**config.mk**
```make
export PLATFORM = sky130hd
export DESIGN_NAME = lce_ladder_coil_edge_eval
export DESIGN_NICKNAME = d
export VERILOG_FILES = /design/src/lce_pkg.sv /design/src/lce_edge_mem.sv /design/src/lce_word_mem.sv /design/src/lce_ladder_coil_edge_eval.sv
export SDC_FILE = /design/constraint.sdc
export NUM_CORES = 2
export LEC_CHECK = 0
export ABC_AREA = 0
export BUFFER_PORTS_ARGS = -buffer_cell sky130_fd_sc_hd__buf_2
export CAP_MARGIN = 20
export CELL_PAD_IN_SITES_DETAIL_PLACEMENT = 0
export CELL_PAD_IN_SITES_GLOBAL_PLACEMENT = 2
export CORE_MARGIN = 1.5
export CORE_UTILIZATION = 42
export DETAILED_ROUTE_END_ITERATION = 7
export PLACE_DENSITY_LB_ADDON = 0.1
export REMOVE_ABC_BUFFERS = 1
export SLEW_MARGIN = 25
export SYNTH_ARGS = -nofsm -noshare
export SYNTH_HDL_FRONTEND = slang
export SYNTH_SLANG_ARGS = --single-unit
```
**constraint.sdc**
```tcl
create_clock -name clk_sys -period 30.2 [get_ports clk_sys]
set_clock_uncertainty 0.05 [all_clocks]
set_input_delay 4.53 -clock clk_sys [delete_from_list [all_inputs] [get_ports clk_sys]]
set_output_delay 4.53 -clock clk_sys [all_outputs]
set_load 0.02 [all_outputs]
```
**src/lce_pkg.sv**
```systemverilog
// Shared types and constants for the ladder coil and edge evaluator
package lce_pkg;

	// ----------------------------------------------------------------
	// Field widths and number formats
	// ----------------------------------------------------------------
	localparam int LCE_ADDR_W  = 8;
	localparam int LCE_BCD_W   = 8;
	localparam int LCE_CNT_W   = 8;
	localparam int LCE_WORD_W  = 16;
	localparam int LCE_BIT_W   = 4;
	localparam int LCE_DIGIT_W = 4;

	localparam logic [4:0] LCE_BIT_MAX   = 5'h0f;
	localparam logic [3:0] LCE_DIGIT_MAX = 4'h9;
	localparam logic [3:0] LCE_TENS_MAX  = 4'h1;
	localparam logic [4:0] LCE_BCD_RADIX = 5'h0a;

	// ----------------------------------------------------------------
	// Reset values
	// ----------------------------------------------------------------
	localparam logic LCE_ACC_RST = 1'b0;
	localparam logic LCE_HIST_RST = 1'b0;
	localparam logic [LCE_WORD_W-1:0] LCE_WORD_RST = 16'h0000;

	// ----------------------------------------------------------------
	// Instruction set handled here
	// ----------------------------------------------------------------
	typedef enum logic [3:0] {
		LCE_OP_NOP,
		LCE_OP_OR_COIL,
		LCE_OP_BIT_COIL,
		LCE_OP_INVERT,
		LCE_OP_RISE_PULSE_COIL,
		LCE_OP_RISE_START_CONTACT,
		LCE_OP_FALL_START_CONTACT,
		LCE_OP_RISE_PARALLEL_CONTACT,
		LCE_OP_FALL_PARALLEL_CONTACT,
		LCE_OP_RISE_SERIES_CONTACT,
		LCE_OP_FALL_SERIES_CONTACT,
		LCE_OP_SET,
		LCE_OP_RESET
	} lce_op_e;

	typedef struct packed {
		lce_op_e               op;      // Instruction
		logic [LCE_ADDR_W-1:0] addr;    // Point index, or word index for bit_coil
		logic [LCE_BCD_W-1:0]  bit_bcd; // Bit index in BCD
		logic [LCE_CNT_W-1:0]  cnt;     // Range length for set/reset, 0 means 1
	} lce_instr_s;

endpackage

```
**src/lce_edge_mem.sv**
```systemverilog
// Per-instruction edge history: previous-scan value for each program position
`timescale 1ns/1ps
module lce_edge_mem
	import lce_pkg::*;
#(
	parameter int DEPTH = 256
) (
	input  wire logic                     clk_sys, // System clock
	input  wire logic                     rst,     // Async reset, active high
	input  wire logic [$clog2(DEPTH)-1:0] idx,     // Program position
	input  wire logic                     wr_en,   // Store value for this position
	input  wire logic                     wr_val,  // Value seen this scan
	output      logic                     prev     // Value stored last scan
);

	logic [DEPTH-1:0] hist_reg;

	if (DEPTH < 2) begin : g_bad_depth
		$error("lce_edge_mem: DEPTH must be at least 2");
	end

	assign prev = hist_reg[idx];

	always_ff @(posedge clk_sys or posedge rst) begin
		if (rst) begin
			hist_reg <= {DEPTH{LCE_HIST_RST}};
		end else if (wr_en) begin
			hist_reg[idx] <= wr_val; // see [RQ14]
		end
	end

endmodule

```
**src/lce_word_mem.sv**
```systemverilog
// Data words with single-bit write and one read port
`timescale 1ns/1ps
module lce_word_mem
	import lce_pkg::*;
#(
	parameter int NWORDS = 16
) (
	input  wire logic                      clk_sys, // System clock
	input  wire logic                      rst,     // Async reset, active high
	input  wire logic                      wr_en,   // Write one bit
	input  wire logic [$clog2(NWORDS)-1:0] wr_word, // Word to write
	input  wire logic [LCE_BIT_W-1:0]      wr_bit,  // Bit within word
	input  wire logic                      wr_val,  // Bit value
	input  wire logic [$clog2(NWORDS)-1:0] rd_word, // Word to read
	output      logic [LCE_WORD_W-1:0]     rd_data  // Read data
);

	logic [LCE_WORD_W-1:0] mem_reg [NWORDS];

	if (NWORDS < 2) begin : g_bad_words
		$error("lce_word_mem: NWORDS must be at least 2");
	end

	assign rd_data = mem_reg[rd_word];

	// Later writes in a scan overwrite earlier ones, so program order decides
	always_ff @(posedge clk_sys or posedge rst) begin
		if (rst) begin
			for (int i = 0; i < NWORDS; i++) begin
				mem_reg[i] <= LCE_WORD_RST;
			end
		end else if (wr_en) begin
			mem_reg[wr_word][wr_bit] <= wr_val; // see [RQ2] see [RQ3]
		end
	end
endmodule

```
**src/lce_ladder_coil_edge_eval.sv**
```systemverilog
// Ladder instruction evaluator: or-coil, bit coil, invert, edge coils/contacts, set/reset
//
// Functional notes
// [RQ1] Several or-coils on one output: on if any rung on, off if all off.
// [RQ2] Bit coil copies rung status into one word bit; BCD index 0 to 15.
// [RQ3] Repeated bit coils on one bit: last rung in program order wins.
// [RQ4] Invert replaces rung status with its complement for later elements.
// [RQ5] Rising pulse coil drives target on one scan per rung off-to-on.
// [RQ6] Rising start contact begins rung; closed one scan after point rises.
// [RQ7] Falling start contact begins rung; closed one scan after point falls.
// [RQ8] Rising parallel contact ORs in a one-scan closure on point rise.
// [RQ9] Falling parallel contact ORs in a one-scan closure on point fall.
// [RQ10] Falling series contact ANDs in closure only the scan after a fall.
// [RQ11] Rising series contact passes one scan when rung on and point rose.
// [RQ12] Set turns on a point or range while rung on; points stay on.
// [RQ13] Reset turns off a point or range while rung on; points stay off.
// [RQ14] Edges compare with the value stored at the same position last scan.
`timescale 1ns/1ps
module lce_ladder_coil_edge_eval
	import lce_pkg::*;
#(
	parameter int NPOINTS = 64,  // Image register points
	parameter int NIN     = 8,   // Low points refreshed from input pins
	parameter int NWORDS  = 16,  // Data words
	parameter int NINSTR  = 256  // Program positions with edge history
) (
	input  wire logic                  clk_sys,     // 200 MHz system clock
	input  wire logic                  rst,         // Async reset, active high
	input  wire logic                  scan_start,  // Pulse: new program scan
	input  wire logic                  instr_valid, // Instruction present
	input  wire lce_instr_s            instr,       // Instruction and operands
	input  wire logic [NIN-1:0]        in_pins,     // Asynchronous input pins
	input  wire logic [LCE_ADDR_W-1:0] word_sel,    // Word to show on word_q
	output      logic                  instr_ack,   // Pulse: instruction executed
	output      logic                  rung_q,      // Current rung status
	output      logic [NPOINTS-1:0]    points_q,    // Image register
	output      logic [LCE_WORD_W-1:0] word_q,      // Selected data word
	output      logic                  bcd_err_q    // Pulse: bad bit index ignored
);

	localparam int PAW = $clog2(NPOINTS);
	localparam int WAW = $clog2(NWORDS);
	localparam int IAW = $clog2(NINSTR);

	if (NPOINTS < 2 || NPOINTS > (1 << LCE_ADDR_W)) begin : g_bad_points
		$error("NPOINTS out of range");
	end
	if (NIN < 1 || NIN >= NPOINTS) begin : g_bad_nin
		$error("NIN must be below NPOINTS");
	end
	if (NWORDS < 2 || NWORDS > (1 << LCE_ADDR_W)) begin : g_bad_words
		$error("NWORDS out of range");
	end
	if (NINSTR < 2) begin : g_bad_instr
		$error("NINSTR must be at least 2");
	end

	// ----------------------------------------------------------------
	// Functions
	// ----------------------------------------------------------------
	function automatic logic bcd_ok(input logic [LCE_BCD_W-1:0] b);
		logic [4:0] v;
		v = 5'(b[LCE_BCD_W-1:LCE_DIGIT_W]) * LCE_BCD_RADIX + 5'(b[LCE_DIGIT_W-1:0]);
		return (b[LCE_BCD_W-1:LCE_DIGIT_W] <= LCE_TENS_MAX) &&
		       (b[LCE_DIGIT_W-1:0] <= LCE_DIGIT_MAX) && (v <= LCE_BIT_MAX);
	endfunction

	function automatic logic [LCE_BIT_W-1:0] bcd_bin(input logic [LCE_BCD_W-1:0] b);
		logic [4:0] v;
		v = 5'(b[LCE_BCD_W-1:LCE_DIGIT_W]) * LCE_BCD_RADIX + 5'(b[LCE_DIGIT_W-1:0]);
		return v[LCE_BIT_W-1:0];
	endfunction

	// Points base .. base+n-1, n of zero taken as one; clipped at the top
	function automatic logic [NPOINTS-1:0] range_mask(input logic [LCE_ADDR_W-1:0] base,
	                                                  input logic [LCE_CNT_W-1:0] n);
		logic [NPOINTS-1:0] m;
		int                 last;
		m = '0;
		last = int'(base) + ((n == '0) ? 1 : int'(n));
		for (int i = 0; i < NPOINTS; i++) begin
			m[i] = (i >= int'(base)) && (i < last);
		end
		return m;
	endfunction

	// ----------------------------------------------------------------
	// Input pin synchroniser
	// ----------------------------------------------------------------
	logic [NIN-1:0] pins_meta_reg;
	logic [NIN-1:0] pins_sync_reg;

	always_ff @(posedge clk_sys or posedge rst) begin
		if (rst) begin
			pins_meta_reg <= '0;
			pins_sync_reg <= '0;
		end else begin
			pins_meta_reg <= in_pins;
			pins_sync_reg <= pins_meta_reg;
		end
	end

	// ----------------------------------------------------------------
	// Decode
	// ----------------------------------------------------------------
	logic               acc_reg;
	logic [NPOINTS-1:0] points_reg;
	logic [NPOINTS-1:0] or_acc_reg;
	logic [IAW-1:0]     pc_reg;
	logic [LCE_WORD_W-1:0] word_reg;
	logic               ack_reg;
	logic               bcd_err_reg;

	// Scan start wins; an instruction in that cycle is dropped, ack stays low
	wire       exec     = instr_valid && !scan_start;
	wire lce_op_e op    = instr.op;
	wire       addr_ok  = {1'b0, instr.addr} < (LCE_ADDR_W+1)'(NPOINTS);
	wire [PAW-1:0] pidx = instr.addr[PAW-1:0];
	wire       pt       = addr_ok && points_reg[pidx];
	wire       word_ok  = {1'b0, instr.addr} < (LCE_ADDR_W+1)'(NWORDS);
	wire       idx_ok   = bcd_ok(instr.bit_bcd);

	wire is_start   = (op == LCE_OP_RISE_START_CONTACT) || (op == LCE_OP_FALL_START_CONTACT);
	wire is_par     = (op == LCE_OP_RISE_PARALLEL_CONTACT) ||
	                  (op == LCE_OP_FALL_PARALLEL_CONTACT);
	wire is_ser     = (op == LCE_OP_RISE_SERIES_CONTACT) || (op == LCE_OP_FALL_SERIES_CONTACT);
	wire is_contact = is_start || is_par || is_ser;
	wire is_fall    = (op == LCE_OP_FALL_START_CONTACT) ||
	                  (op == LCE_OP_FALL_PARALLEL_CONTACT) ||
	                  (op == LCE_OP_FALL_SERIES_CONTACT);
	wire is_edge    = is_contact || (op == LCE_OP_RISE_PULSE_COIL);

	// Contacts watch their point, the pulse coil watches its rung input
	wire prev;
	wire edge_src = is_contact ? pt : acc_reg;
	wire edge_hit = is_fall ? (!edge_src && prev) : (edge_src && !prev); // see [RQ14]

	lce_edge_mem #(
		.DEPTH (NINSTR)
	) u_edge (
		.clk_sys (clk_sys),
		.rst     (rst),
		.idx     (pc_reg),
		.wr_en   (exec && is_edge),
		.wr_val  (edge_src),
		.prev    (prev)
	);

	// ----------------------------------------------------------------
	// Rung status
	// ----------------------------------------------------------------
	wire acc_next =
		!exec                  ? acc_reg :
		(op == LCE_OP_INVERT)  ? !acc_reg :            // see [RQ4]
		is_start               ? edge_hit :            // see [RQ6] see [RQ7]
		is_par                 ? (acc_reg || edge_hit) : // see [RQ8] see [RQ9]
		is_ser                 ? (acc_reg && edge_hit) : // see [RQ10] see [RQ11]
		acc_reg;

	// ----------------------------------------------------------------
	// Image register
	// ----------------------------------------------------------------
	wire [NPOINTS-1:0] sel_mask = addr_ok ? (NPOINTS'(1) << pidx) : '0;
	wire [NPOINTS-1:0] rng_mask = range_mask(instr.addr, instr.cnt);
	wire is_coil  = (op == LCE_OP_OR_COIL) || (op == LCE_OP_RISE_PULSE_COIL);
	wire coil_val = (op == LCE_OP_OR_COIL) ? (or_acc_reg[pidx] || acc_reg) // see [RQ1]
	                                       : edge_hit;                     // see [RQ5]

	wire [NPOINTS-1:0] points_next =
		scan_start ? {points_reg[NPOINTS-1:NIN], pins_sync_reg} :
		!exec      ? points_reg :
		is_coil    ? ((points_reg & ~sel_mask) | (sel_mask & {NPOINTS{coil_val}})) :
		(op == LCE_OP_SET && acc_reg)   ? (points_reg | rng_mask) :  // see [RQ12]
		(op == LCE_OP_RESET && acc_reg) ? (points_reg & ~rng_mask) : // see [RQ13]
		points_reg;

	// Or-coil collector restarts each scan so an output can drop again
	wire [NPOINTS-1:0] or_acc_next =
		scan_start ? '0 :
		(exec && op == LCE_OP_OR_COIL && acc_reg) ? (or_acc_reg | sel_mask) : // see [RQ1]
		or_acc_reg;

	// ----------------------------------------------------------------
	// Data words
	// ----------------------------------------------------------------
	wire bit_wr = exec && (op == LCE_OP_BIT_COIL) && idx_ok && word_ok;
	wire [LCE_WORD_W-1:0] word_rd;

	lce_word_mem #(
		.NWORDS (NWORDS)
	) u_words (
		.clk_sys (clk_sys),
		.rst     (rst),
		.wr_en   (bit_wr),
		.wr_word (instr.addr[WAW-1:0]),
		.wr_bit  (bcd_bin(instr.bit_bcd)),
		.wr_val  (acc_reg),               // see [RQ2]
		.rd_word (word_sel[WAW-1:0]),
		.rd_data (word_rd)
	);

	wire word_sel_ok = {1'b0, word_sel} < (LCE_ADDR_W+1)'(NWORDS);
	wire bad_idx     = exec && (op == LCE_OP_BIT_COIL) && !idx_ok;

	// ----------------------------------------------------------------
	// State
	// ----------------------------------------------------------------
	always_ff @(posedge clk_sys or posedge rst) begin
		if (rst) begin
			acc_reg     <= LCE_ACC_RST;
			points_reg  <= '0;
			or_acc_reg  <= '0;
			pc_reg      <= '0;
			word_reg    <= LCE_WORD_RST;
			ack_reg     <= 1'b0;
			bcd_err_reg <= 1'b0;
		end else begin
			acc_reg     <= acc_next;
			points_reg  <= points_next;
			or_acc_reg  <= or_acc_next;
			pc_reg      <= scan_start ? '0 : (exec ? pc_reg + 1'b1 : pc_reg); // see [RQ14]
			word_reg    <= word_sel_ok ? word_rd : LCE_WORD_RST;
			ack_reg     <= exec;
			bcd_err_reg <= bad_idx;
		end
	end

	assign instr_ack = ack_reg;
	assign rung_q    = acc_reg;
	assign points_q  = points_reg;
	assign word_q    = word_reg;
	assign bcd_err_q = bcd_err_reg;
endmodule

```
# Word level (Yosys, flattened, before mapping)
# Index checks and enable logic that the tools add are counted.
# W data, S select, Z words.
# word_totals
regBits	683
input_bits	48
out_inout_bits	83
# op_classes
n_addsub	3
multipliers	1
magnitude_cmp	142
n_eq_ne	12
n_shift	1
n_mux	36
n_bitwise	11
n_reduce_logical	108
# op_table
operator	count
$bwmux W256	2
$mux W64	6
$lt A6 B9 Y1 const A	32
$ge A6 B8 Y1 const A	32
$and A64 B64 Y64	3
$or A64 B64 Y64	3
$lt A5 B9 Y1 const A	16
$ge A5 B8 Y1 const A	16
$not A64 Y64	2
$logic_and A1 B1 Y1	83
$lt A4 B9 Y1 const A	8
$bmux W16 S4	1
$demux W16 S4	1
$ge A4 B8 Y1 const A	8
$mux W16	4
$shl A1 B6 Y64 const A	1
$mux W8	5
$lt A3 B9 Y1 const A	4
$ge A3 B8 Y1 const A	4
$eq A4 B4 Y1 const B	5
$lt A1 B9 Y1 const A	2
$lt A2 B9 Y1 const A	2
$eq A4 B3 Y1 const B	4
$ge A1 B8 Y1 const A	2
other kinds (34)	68

# Logic depth before layout (Yosys ltp)
# depth
depth_word	14
mapped_depth	15
depth_no_buf	13

# Modules after synthesis
# A second synthesis with hierarchy kept.
# hier_totals
hier_cells	3411
hier_area_um2	37711.2
# modules_own_cells
mod	n_inst	cells_each	area_each_um2	seq_area_each_um2
lce_word_mem	1	1068	13704.4	6406.1
lce_edge_mem	1	1040	12757.2	6406.1
lce_ladder_coil_edge_eval	1	1303	11249.5	4279.1

# Worst setup path after synthesis
# No wires, ideal clock.
# synth_path
path_type	in2reg
start	input port instr[4] (netlist name)
end	register (tool-made name)
setup_ns	0.138
t_arrival_ns	7.472
required_time_ns	30.012
slack_ns	22.540
cell_stages	14
path_buffers	1
cell_sequence	nor4_1 > a21o_1 > ha_1 > fa_1 > a21o_1 > a21oi_1 > or4b_2 > and3_1 > clkbuf_1 > a21oi_1 > a211o_1 > mux2_2 > o22ai_1 > o221ai_1
# synth_lines
element	line	rtl
start: declaration	lce_ladder_coil_edge_eval.sv:31	input wire lce_instr_s instr,

==> results.toml <==
[clock_network]
cts_resized = 0
numCtsBuffers = 80
cts_max_path_buffers = 3
clk_latency_ns = 0.64
clk_pin_slew_ns = 0.06
post_cts_buffers = 0
cts.sinks = 683
root_buffer = "clkbuf_16"
hold_buffers = 0
cts_tree = "done"
htree_levels = 3

[finish]
layout.nets = 3475
drive_gt1_frac = 0.211
final_util = 0.475
area_delta_synth_final_pct = 11.6
fillerInstances = 7863
finalNonFillerCells = 4607

[pwr]
irDropWorstVdd_uv = 41.3
power_density_nw_per_um2 = 56.3
p_leak_nw = 16.8

[synthesis]
yosysTopAreaCellShare = 0.477
yosys-top-cells-count = "dfrtp_1, nand2_1, o21ai_0"
syn_avg_cell_area_um2 = 10.4
synth_top_flop_cell = "dfrtp_1"
synth_cell_types = 87
yosys_warnings = 0
synth_area_leader_cell = "dfrtp_1"
synthTopCellsByArea = "dfrtp_1, mux4_2, o21ai_0"
syn_area_um2 = 35800
yosysSeqAreaShare = 0.477
async_flop_share = 1.00
syn_inst = 3453
synth_edf_count = 0
ys_seq_elements = 683
synthMostInstantiatedCell = "dfrtp_1"

[grt]
grt_pass1_wl_mm = 181
antenna_found_initial = 3
grt_overflow = 0
grt_start_max_net_pins = 258
grt_usage = 0.274
grt_pass1_vias = 28363

[place]
placedCellCount = 4460
dp.final_hpwl_mm = 74.2
gp_congestion = 0.939
port_buffers = 130

[floorplanning]
pin_count = 131
die-area_um2 = 87000
die_w_um = 295
dieHeight_um = 295
initial_core_util = 0.426
fp-row-count = 106
core_um2 = 84100

[sta]
timing.final.hold_violations = 0
fin_tns_setup_ns = 0
finalSetupViolations = 0
maxSlewHeadroom = 0.255
slew_viol_final = 0
fin_crit_sh = 0.287
final.min_clock_period_ns = 8.67
worst_pin_slew_ns = 1.11
max_freq_mhz = 115
rsz0062_at_grt = "no"

[detailed_routing]
drc = 0
routed-via-count = 28452
drtPass1Iterations = 6
ant_nets = 0
routed_wl_mm = 119
drt-wirelength-per-cell_um = 25.9
drt_iter0_markers = 2670
via_per_inst = 6.18

[critical_path]
cp_max_fo = 49
cp_data_arrival_time_ns = 9.20
startpoint_type = "input pin"
critPathCaptureType = "flop"
crit_type = "in -> reg"
required_ns = 30.73

[flow_run]
cap_violations = 0

[run_status]
run_status = "finished clean"

[hold_path]
hold_path_class = "reg -> reg"
==> stage by stage <==
stage                     area, um2  total power, mW  setup slack [ns]  hold WS [ns]
after floorplan               34400             1.12              6.47         0.281
after detailed placement      37100             1.25             20.95         0.288
after CTS                     39900             2.27             21.61         0.294
after global placement        37100             1.25             21.03         0.285
final                         40000             2.25             21.53         0.294
after global routing          40000             2.33             21.43         0.304
==> final cells by class <==
type | count | area (um2) | share of cell area
timing repair buffer | 201 | 1240 | 0.0310
tap | 1134 | 1420 | 0.0355
antenna | 1 | 2.50 | 0.0000626
sequential | 683 | 17100 | 0.428
clock inverter | 22 | 314 | 0.00786
multi-input combinational | 2422 | 17400 | 0.435
inverter | 21 | 86.3 | 0.00216
clock buffer | 123 | 2430 | 0.0607
==> report_power, final <==
group	switching (mW)	internal, mW
clock network	0.403	0.606
registers	0.0184	0.928
logic	0.227	0.0674
total	0.649	1.60
==> worst max-delay path: stages <==
cell      delay, ns
buf_2          0.35
buf_4          0.68
mux4_2         0.61
mux2_2         0.29
a221oi_2       0.24
nand2_1        0.16
nand3_1        0.16
or4b_4         0.54
a311oi_4       0.94
nand2b_1       0.43
mux2_2         0.24
==> cells in the final DEF (no fill, tap or decap), types with 20 or more instances in the layout <==
cell,synthesis,layout
mux4_2,146,146
clkbuf_16,0,82
a21oi_1,165,165
o22ai_1,32,32
a22oi_1,20,20
nand3_1,44,39
clkbuf_8,0,22
nor2b_1,37,37
nor2_1,229,202
buf_2,21,128
nor2_2,2,26
nand2_1,489,481
nand2b_1,24,24
o21ai_0,420,419
nor3_1,35,29
mux2i_1,43,43
mux2_2,172,172
a31oi_1,43,42
buf_4,8,66
o31ai_1,263,263
dfrtp_1,683,679
==> per-layer routing <==
layer	track usage	wire, um	part of all wire
met3	0.0416	7110	0.060
met1	0.372	51200	0.43
met4	0.0963	4110	0.034
met5	0	40	0.00034
met2	0.449	56900	0.48
==> path summary, 6_finish.rpt <==
kind                                       endpoint             start  slack (ns)  depth (start not counted)
min in group asynchronous       u_edge.hist_reg[71]               rst        3.98                          2
worst min-delay path               pins_sync_reg[7]  pins_meta_reg[7]        0.29                          0
worst max-delay path                           flop         instr[17]       21.53                         11
worst min register to register     pins_sync_reg[7]  pins_meta_reg[7]        0.29                          0
worst max register to register                 flop         pc_reg[1]       24.64                         10
max in group asynchronous                 word_q[0]               rst       23.87                          4
==> cell families after synthesis <==
| logic type | Yosys count | synth area share |
|---|---|---|
| fa+ha+maj | 18 | 0.00671 |
| xor+xnor | 19 | 0.00465 |
| buf+inv | 348 | 0.0420 |
| flops | 683 | 0.477 |
| simple gates | 931 | 0.111 |
| compound gates | 1076 | 0.188 |
| mux | 378 | 0.170 |
Note: power is estimated with default switching activity, not from simulation.
